===== src/fsg_consts.svh =====
/*
 * Timing and reset constants for the frame-sync output generator.
 * Assumes a single system clock; included by bare name.
 */
`ifndef FSG_CONSTS_SVH
`define FSG_CONSTS_SVH

// system clock period, ns
`define FSG_CLK_PERIOD_NS     100
// frame period (8 kHz), ns
`define FSG_FRAME_PERIOD_NS   125000
// multiframe period (2 kHz), ns
`define FSG_MFRAME_PERIOD_NS  500000
// frames in one multiframe
`define FSG_FRAMES_PER_MFRAME 4
// output pin level during reset and while disabled
`define FSG_PIN_RST           1'b0
// longest wait, in system cycles, for an output clock three edge
`define FSG_CLK3_WAIT_MAX     16

`endif


===== src/fsg_pkg.sv =====
/*
 * Types shared by the frame-sync output generator files.
 * Assumes nothing beyond a SystemVerilog compiler.
 */
package fsg_pkg;

    // per-output configuration
    typedef struct packed {
        logic out_enable;
        logic pulse_mode;
        logic invert;
    } fsg_cfg_s;

    // pulse sequencer states
    typedef enum logic [1:0] {
        FSG_IDLE = 2'b00,
        FSG_ARM  = 2'b01,
        FSG_LOW  = 2'b10
    } fsg_state_e;

endpackage : fsg_pkg


===== src/fsg_chan.sv =====
/*
 * One frame-sync output channel: square clock or one-period low pulse,
 * optional inversion, enable gating to a low pin.
 * Assumes tick, square and clock three rise come from logic on clk_sys_i.
 */
`timescale 1ns/1ps
`default_nettype none
`include "fsg_consts.svh"

module fsg_chan (
    // clock and reset
    input  wire logic             clk_sys_i,
    input  wire logic             arst_n_i,
    input  wire logic             ce_i,
    // timing from the alignment generator and the clock three edge detect
    input  wire logic             tick_i,
    input  wire logic             square_i,
    input  wire logic             clk3_rise_i,
    // configuration
    input  wire fsg_pkg::fsg_cfg_s cfg_i,
    // pin
    output logic                  pin_o
);
    import fsg_pkg::*;

    localparam int CLK3_WAIT_MAX = `FSG_CLK3_WAIT_MAX;

    fsg_state_e state_reg;
    fsg_state_e state_next;
    logic       pin_reg;
    logic       pin_next;
    logic       raw;

    // ==========================================================
    // pulse sequencer and pin
    always_comb begin
        state_next = state_reg;
        pin_next   = pin_reg;
        raw        = 1'b0;
        if (ce_i) begin
            case (state_reg)
                FSG_IDLE: begin
                    if (tick_i && cfg_i.pulse_mode) begin
                        state_next = FSG_ARM;
                    end
                end
                FSG_ARM: begin
                    if (clk3_rise_i) begin
                        state_next = FSG_LOW;
                    end
                end
                FSG_LOW: begin
                    if (clk3_rise_i) begin
                        state_next = FSG_IDLE;
                    end
                end
                default: begin
                    state_next = FSG_IDLE;
                end
            endcase
            if (!cfg_i.pulse_mode) begin
                state_next = FSG_IDLE;
            end
            raw = cfg_i.pulse_mode ? (state_next != FSG_LOW) : square_i;
            if (cfg_i.out_enable) begin
                pin_next = raw ^ cfg_i.invert;
            end else begin
                pin_next = `FSG_PIN_RST;
            end
        end
    end

    always_ff @(posedge clk_sys_i or negedge arst_n_i) begin
        if (!arst_n_i) begin
            state_reg <= FSG_IDLE;
            pin_reg   <= `FSG_PIN_RST;
        end else begin
            state_reg <= state_next;
            pin_reg   <= pin_next;
        end
    end

    assign pin_o = pin_reg;
endmodule : fsg_chan

`default_nettype wire


===== src/fsg_top.sv =====
/*
 * Frame-sync output generator: 8 kHz frame and 2 kHz multiframe pins
 * driven from one shared 2 kHz alignment generator.
 * Assumes config bits are static logic on clk_sys_i and that output
 * clock three arrives asynchronously, well below half of clk_sys_i.
 */
`timescale 1ns/1ps
`default_nettype none
`include "fsg_consts.svh"

module fsg_top #(
    parameter int PERIOD_2K_CYC = `FSG_MFRAME_PERIOD_NS / `FSG_CLK_PERIOD_NS
) (
    // clock, reset, enable
    input  wire logic clk_sys_i,
    input  wire logic arst_n_i,
    input  wire logic ce_i,
    // frame output configuration
    input  wire logic frame_out_enable_i,
    input  wire logic pulse_mode_8k_i,
    input  wire logic invert_8k_i,
    // multiframe output configuration
    input  wire logic multiframe_out_enable_i,
    input  wire logic pulse_mode_2k_i,
    input  wire logic invert_2k_i,
    // pulse-width clock from the main timing path
    input  wire logic output_clock_three_i,
    // output pins
    output logic      frame_sync_8k_out_o,
    output logic      multiframe_sync_2k_out_o
);
    import fsg_pkg::*;

    localparam int P8_CYC = PERIOD_2K_CYC / `FSG_FRAMES_PER_MFRAME;
    localparam int CNT_W  = $clog2(PERIOD_2K_CYC);
    localparam logic [CNT_W-1:0] P2_LAST = CNT_W'(PERIOD_2K_CYC - 1);
    localparam logic [CNT_W-1:0] P2_HALF = CNT_W'(PERIOD_2K_CYC / 2);
    localparam logic [CNT_W-1:0] P8_LAST = CNT_W'(P8_CYC - 1);
    localparam logic [CNT_W-1:0] P8_HALF = CNT_W'(P8_CYC / 2);

    // ==========================================================
    // output clock three synchroniser and edge detect
    logic [2:0] clk3_sync_reg;
    logic [2:0] clk3_sync_next;
    logic       clk3_lvl_reg;
    logic       clk3_lvl_next;
    logic       clk3_rise_reg;
    logic       clk3_rise_next;

    always_comb begin
        clk3_sync_next = clk3_sync_reg;
        clk3_lvl_next  = clk3_lvl_reg;
        clk3_rise_next = 1'b0;
        if (ce_i) begin
            clk3_sync_next = {clk3_sync_reg[1:0], output_clock_three_i};
            if (clk3_sync_reg[1] == clk3_sync_reg[2]) begin
                clk3_lvl_next  = clk3_sync_reg[1];
                clk3_rise_next = clk3_sync_reg[1] && !clk3_lvl_reg;
            end
        end else begin
            clk3_rise_next = clk3_rise_reg;
        end
    end

    always_ff @(posedge clk_sys_i or negedge arst_n_i) begin
        if (!arst_n_i) begin
            clk3_sync_reg <= 3'h0;
            clk3_lvl_reg  <= 1'b0;
            clk3_rise_reg <= 1'b0;
        end else begin
            clk3_sync_reg <= clk3_sync_next;
            clk3_lvl_reg  <= clk3_lvl_next;
            clk3_rise_reg <= clk3_rise_next;
        end
    end

    // ==========================================================
    // shared 2 kHz alignment generator
    logic [CNT_W-1:0] cnt2_reg;
    logic [CNT_W-1:0] cnt2_next;
    logic [CNT_W-1:0] cnt8_reg;
    logic [CNT_W-1:0] cnt8_next;
    logic             tick_2k;
    logic             tick_8k;
    logic             square_2k;
    logic             square_8k;

    assign tick_2k   = (cnt2_reg == P2_LAST);
    assign tick_8k   = (cnt8_reg == P8_LAST);
    // low half first, so the falling edge lands on the boundary
    assign square_2k = (cnt2_reg >= P2_HALF);
    assign square_8k = (cnt8_reg >= P8_HALF);

    always_comb begin
        cnt2_next = cnt2_reg;
        cnt8_next = cnt8_reg;
        if (ce_i) begin
            cnt2_next = tick_2k ? '0 : cnt2_reg + 1'b1;
            // frame counter restarts with the multiframe boundary
            cnt8_next = (tick_2k || tick_8k) ? '0 : cnt8_reg + 1'b1;
        end
    end

    always_ff @(posedge clk_sys_i or negedge arst_n_i) begin
        if (!arst_n_i) begin
            cnt2_reg <= '0;
            cnt8_reg <= '0;
        end else begin
            cnt2_reg <= cnt2_next;
            cnt8_reg <= cnt8_next;
        end
    end

    // ==========================================================
    // output channels
    fsg_cfg_s cfg_8k;
    fsg_cfg_s cfg_2k;

    assign cfg_8k = '{out_enable: frame_out_enable_i, pulse_mode: pulse_mode_8k_i, invert: invert_8k_i};
    assign cfg_2k = '{out_enable: multiframe_out_enable_i, pulse_mode: pulse_mode_2k_i, invert: invert_2k_i};

    fsg_chan u_chan_8k (
        .clk_sys_i  (clk_sys_i),
        .arst_n_i   (arst_n_i),
        .ce_i       (ce_i),
        .tick_i     (tick_8k),
        .square_i    (square_8k),
        .clk3_rise_i (clk3_rise_reg),
        .cfg_i      (cfg_8k),
        .pin_o      (frame_sync_8k_out_o)
    );

    fsg_chan u_chan_2k (
        .clk_sys_i  (clk_sys_i),
        .arst_n_i   (arst_n_i),
        .ce_i       (ce_i),
        .tick_i     (tick_2k),
        .square_i    (square_2k),
        .clk3_rise_i (clk3_rise_reg),
        .cfg_i      (cfg_2k),
        .pin_o      (multiframe_sync_2k_out_o)
    );
endmodule : fsg_top

`default_nettype wire


===== config.mk =====
export PLATFORM = sky130hd
export DESIGN_NAME = fsg_top
export DESIGN_NICKNAME = d
export VERILOG_FILES = /design/src/fsg_pkg.sv /design/src/fsg_chan.sv /design/src/fsg_top.sv
export VERILOG_INCLUDE_DIRS = /design/src /design/src/src
export SDC_FILE = /design/constraint.sdc
export NUM_CORES = 1
export LEC_CHECK = 0
export BUFFER_PORTS_ARGS = -buffer_cell sky130_fd_sc_hd__buf_2
export CAP_MARGIN = 20
export CORE_MARGIN = 5
export CORE_UTILIZATION = 25
export CTS_CLUSTER_SIZE = 20
export DETAILED_ROUTE_END_ITERATION = 10
export PLACE_DENSITY = 0.39
export SYNTH_ARGS = -nofsm -noshare
export SYNTH_HDL_FRONTEND = slang
export SYNTH_SLANG_ARGS = --single-unit

===== constraint.sdc =====
create_clock -name clk_sys_i -period 2.1 [get_ports clk_sys_i]
set_input_delay 0.42 -clock clk_sys_i [delete_from_list [all_inputs] [get_ports clk_sys_i]]
set_output_delay 0.42 -clock clk_sys_i [all_outputs]
set_load 0.05 [all_outputs]

# After elaboration in Yosys (flattened, before gate mapping)
# Index checks and enable logic that the tools add are counted.
word_totals:
  reg_bits: 37
  in_bits: 10
  out_inout_bits: 2
  word_cells: 51
op_classes:
  n_addsub: 2
  n_lt_le_gt_ge: 2
  eq_ne: 9
  n_mux: 19
  n_bitwise: 2
  reduce_logical: 8
ops:
  columns: ["operator", "n"]
  rows:
  - ["adder 13 x 1 -> 13 bit, second input constant", 2]
  - ["2-to-1 mux 13 bit", 2]
  - ["2-to-1 mux 2 bit", 10]
  - ["equality test 13 x 11 -> 1 bit, second input constant", 1]
  - ["equality test 13 bit, second input constant", 1]
  - [">= comparator 13 x 10 -> 1 bit, second input constant", 1]
  - [">= comparator 13 x 12 -> 1 bit, second input constant", 1]
  - ["one-hot mux 2 bit (3 select lines)", 2]
  - ["2-to-1 mux 1 bit", 5]
  - ["equality test 2 x 1 -> 1 bit, second input constant", 2]
  - ["equality test 2 bit, second input constant", 2]
  - ["zero test 2 bit", 2]
  - ["inequality test 2 bit, second input constant", 2]
  - ["logical AND 1 bit", 3]
  - ["AND reduction 2 bit", 1]
  - ["bitwise XOR 1 bit", 2]
  - ["equality test 1 bit", 1]
  - ["zero test 1 bit", 1]
  - ["logical OR 1 bit", 1]

# Longest topological paths before layout
depth:
  ltp_word: 10
  depth_mapped: 7
  mapped_depth_nobuf: 7

# Modules after synthesis
# From an unflattened synthesis, not the netlist that was laid out.
hier_totals:
  hier_cells: 200
  hier_area_um2: 2039.5
by_module_without_submodules:
  columns: ["mod", "instances", "cells_each", "area_per_inst_um2", "seq_area_each_um2"]
  rows:
  - ["fsg_top", 1, 158, 1684.1, 775.7]
  - ["fsg_chan", 2, 21, 177.7, 75.1]

# Worst setup path after synthesis
# OpenSTA, ideal clock, no wires.
synth_path:
  path_type: "reg-to-reg"
  startpoint: "register cnt8_reg[0]"
  endpoint: "register u_chan_8k.pin_reg, in the netlist u_chan_8k.pin_o"
  setup_time_ps: 123
  arrival_time_ps: 1554
  required_time_ps: 1977
  path_slack_ps: 423
  path_stages_with_launch: 7
  n_path_buf: 0
  period_less_slack_ps: 1677
  path_cell_list: "dfrtp_1 ha_1 or4_1 o21ai_0 a211oi_1 xnor2_1 o2bb2ai_1"
synth_via:
  elab_chain_cells: 10
  word_cells_on_any_way: 11
  cone_classes: "order compare: 1; eq/ne: 2; mux: 6; bitwise: 1; reduce/logical: 1"
synth_lines:
  columns: ["item", "line", "rtl"]
  rows:
  - ["start, declared", "fsg_top.sv:81", "logic [CNT_W-1:0] cnt8_reg;"]
  - ["start signal, assigned", "fsg_top.sv:110", "cnt8_reg <= cnt8_next;"]
  - ["equality test 13 x 11 -> 1 bit", "fsg_top.sv:89", "assign tick_8k = (cnt8_reg == P8_LAST);"]
  - ["logical AND 1 bit", "fsg_chan.sv:43", "if (tick_i && cfg_i.pulse_mode) begin"]
  - ["2-to-1 mux 2 bit", "fsg_chan.sv:43", null]
  - ["one-hot mux 2 bit (3 select lines)", "fsg_chan.sv:41", "case (state_reg)"]
  - ["2-to-1 mux 2 bit", "fsg_chan.sv:61", "if (!cfg_i.pulse_mode) begin"]
  - ["2-to-1 mux 2 bit", "fsg_chan.sv:40", "if (ce_i) begin"]
  - ["inequality test 2 bit", "fsg_chan.sv:64", "raw = cfg_i.pulse_mode ? (state_next != FSG_LOW) : square_i;"]
  - ["2-to-1 mux 1 bit *", "fsg_chan.sv:64", null]
  - ["bitwise XOR 1 bit *", "fsg_chan.sv:66", "pin_next = raw ^ cfg_i.invert;"]
  - ["2-to-1 mux 1 bit *", "fsg_chan.sv:65", "if (cfg_i.out_enable) begin"]
  - ["end signal, assigned", "fsg_chan.sv:76", "pin_reg <= `FSG_PIN_RST;"]
  - ["end signal, assigned", "fsg_chan.sv:79", "pin_reg <= pin_next;"]
  - ["end, declared", "fsg_chan.sv:30", "logic pin_reg;"]
# Every way passes the cells marked *; elsewhere a longest branch is shown, timed or not. The select of a mux whose other input is x is not followed.
# A chain may end at the register's enable or synchronous reset.

# Final worst setup path
# Same ends and word-level chain as after synthesis.

==> metrics.cfg <==
[status]
status = finished clean

[logic_synthesis]
synth_top_area_share_pct = 48.6
synthTopCellsByArea = dfrtp_1 (49%), xor2_1 (6.0%), o21ai_0 (4.2%)
syn_inst = 194
yosys_warnings = 0
synth_most_common_cell = dfrtp_1
synth-edff-count = 0
ys_types = 44
avgSynthCellArea_um2 = 9.82
synth_area_um2 = 1900
synth_async_sr_flop_share_pct = 100
post-synth-top-area-cell = dfrtp_1
ys.flop_type = dfrtp_1
synth_fp_nets = 208
ys_seq_area_share_pct = 48.6
yosys-top-cells-count = dfrtp_1 (37), nand2_1 (19), nor2_1 (19), o21ai_0 (16), xor2_1 (13)
ys_seq_elements = 37

[cells_and_area]
area_growth_pct = 15.0
register_area_um2 = 926
final_util_pct = 29.9
diodes = 0
fillers = 797
final_cells = 312
drive_above_1_share_pct = 16.0
multiInputGateArea_um2 = 920
nets = 226

[grt]
grt_pass1_wl_um = 7380
antenna_found_initial = 0
grt_pass1_vias = 1494
grt_usage_pct = 9.61
grt_overflow = 0
grt_max_degree = 20

[sta]
finalHoldViolCount = 0
rsz0062_at_grt = false
slew_viol_final = 0
final.setup.tns_ns = 0
max_freq_mhz = 553
finClkSkew_ns = 0.00903
setup_viol_count_final = 0
setup_ws_ns = 0.293
worstMarginPinSlew_ns = 0.498
slew_headroom_pct = 66.5
period_minus_slack_ns = 1.81
final.period_utilization_pct = 86.0

[placement]
dp_cells = 304
place_ws_ns = 0.301
gp_congestion = 0.720
hpwl_um = 2980
io_buffers = 11

[worst_setup_path]
end_kind = flip-flop
critPathMaxFanout = 6
required_ns = 2.32
worstPathArrival_ns = 2.03
worstSetupPathType = flip-flop to flip-flop
crit_path_start_kind = flip-flop

[drt]
wirelength_um = 4080
routed_via_density = 4.62
drt-initial-drc-count = 60
drc = 0
routedWlPerCell_um = 13.1
antenna_left = 0
num_vias = 1440
dr.pass1.iters = 3

[floorplan]
die_h_um = 97.3
die_w_um = 97.3
start_util_pct = 26.0
rows = 31
io_pins = 12
dieArea_um2 = 9460
core_um2 = 7330

[clock_network]
cts_setup_buffers = 0
clockBufferDepth = 2
cts_resized = 0
cts.sinks = 37
path_clk_slew_ns = 0.08
cts-root-buf = clkbuf_8
cts_tree = done
clock_latency_ns = 0.29
numCtsBuffers = 5
hold_buffers = 0
cts_max_level = 2

[power]
ir_drop_v = 0.000200
power_density_nw_per_um2 = 810
p_leak_nw = 0.949
design_power_total_mw = 1.77

[flow_run]
maxCapViolCount = 0

[hold_path]
min_path_type = primary input to async pin

path summary, 6_finish.rpt:
kind                            cells after the start         endpoint                     from  slack [ns]
worst max register to register                      6  u_chan_8k.pin_o              cnt8_reg[0]        0.29
worst min register to register                      1  u_chan_2k.pin_o          u_chan_2k.pin_o        0.48
min in group clk_sys_i                              3  u_chan_2k.pin_o  multiframe_out_enable_i        0.36
max in group asynchronous                           2      cnt2_reg[5]                 arst_n_i        1.54
worst max-delay path                                6  u_chan_8k.pin_o              cnt8_reg[0]        0.29
worst min-delay path                                1     cnt8_reg[11]                 arst_n_i        0.08
area by class of cell:
class | instances | share of cell area (%)
Sequential cell | 37 | 42.3
Multi-Input combinational cell | 143 | 42.0
Tap cell | 99 | 5.65
Timing Repair Buffer | 16 | 4.80
Clock buffer | 6 | 3.31
Inverter | 9 | 1.54
Clock inverter | 2 | 0.457
logic make-up (layout without fill, tap and decap cells):
family                   after synthesis  in the layout  share of synthesized area (%)
AND/OR/NAND/NOR                       85             85                           24.5
flip-flops                            37             37                           48.6
AO/OA/AOI/OAI                         30             30                           9.73
XOR/XNOR                              20             20                           9.20
buffers and inverters                 14             33                           3.09
adder cells (fa/ha/maj)                4              4                           2.63
multiplexers                           4              4                           2.23
per-layer routing:
metal | share of wire (%) | track usage [%] | routed length (um)
met1 | 53 | 13.4 | 2160
met2 | 43 | 14.2 | 1750
met3 | 2.8 | 2.23 | 113
met4 | 1.4 | 4.15 | 58
met5 | 0 | 0 | 0
report_power, final:
group / switching [mW] / internal, mW / total, mW
registers: 0.158 / 0.831 / 0.989
logic: 0.156 / 0.141 / 0.298
clock network: 0.257 / 0.230 / 0.487
through the flow:
step	hold slack [ns]	area [um^2]
2_1_floorplan	0.124	1900
3_3_place_gp	0.410	2110
3_5_place_dp	0.409	2110
4_1_cts	0.0903	2190
5_1_grt	0.123	2190
6_report	0.0807	2190
critical path, cell delays in order, from the launching register on:
cell	delay (ns)
dfrtp_1	0.45
ha_1	0.23
or4_1	0.50
o21ai_0	0.17
a211oi_1	0.11
xnor2_1	0.14
o2bb2ai_1	0.14
placed cells by master, fill, tap and decap left out, types with 2 or more instances in the layout:
cell type	netlist	layout
buf_4	1	4
o21ai_0	16	16
nand4_1	9	9
inv_1	8	8
o2bb2ai_1	2	2
and3_1	3	3
buf_2	2	11
mux2_2	2	2
a21oi_1	4	4
nand2_1	19	19
nor2_1	19	19
nor3b_1	2	2
xor2_1	13	13
nor3_1	4	4
nand3_1	7	7
dfrtp_1	37	37
ha_1	4	4
clkbuf_8	0	5
xnor2_1	7	7
or4_1	2	2
and3_4	2	2
clkinv_2	0	2
a21oi_2	2	2
nor4_1	2	2
mux2i_1	2	2
nand4b_1	3	3
or3_1	3	3
Power figures use the tool's default switching activity.
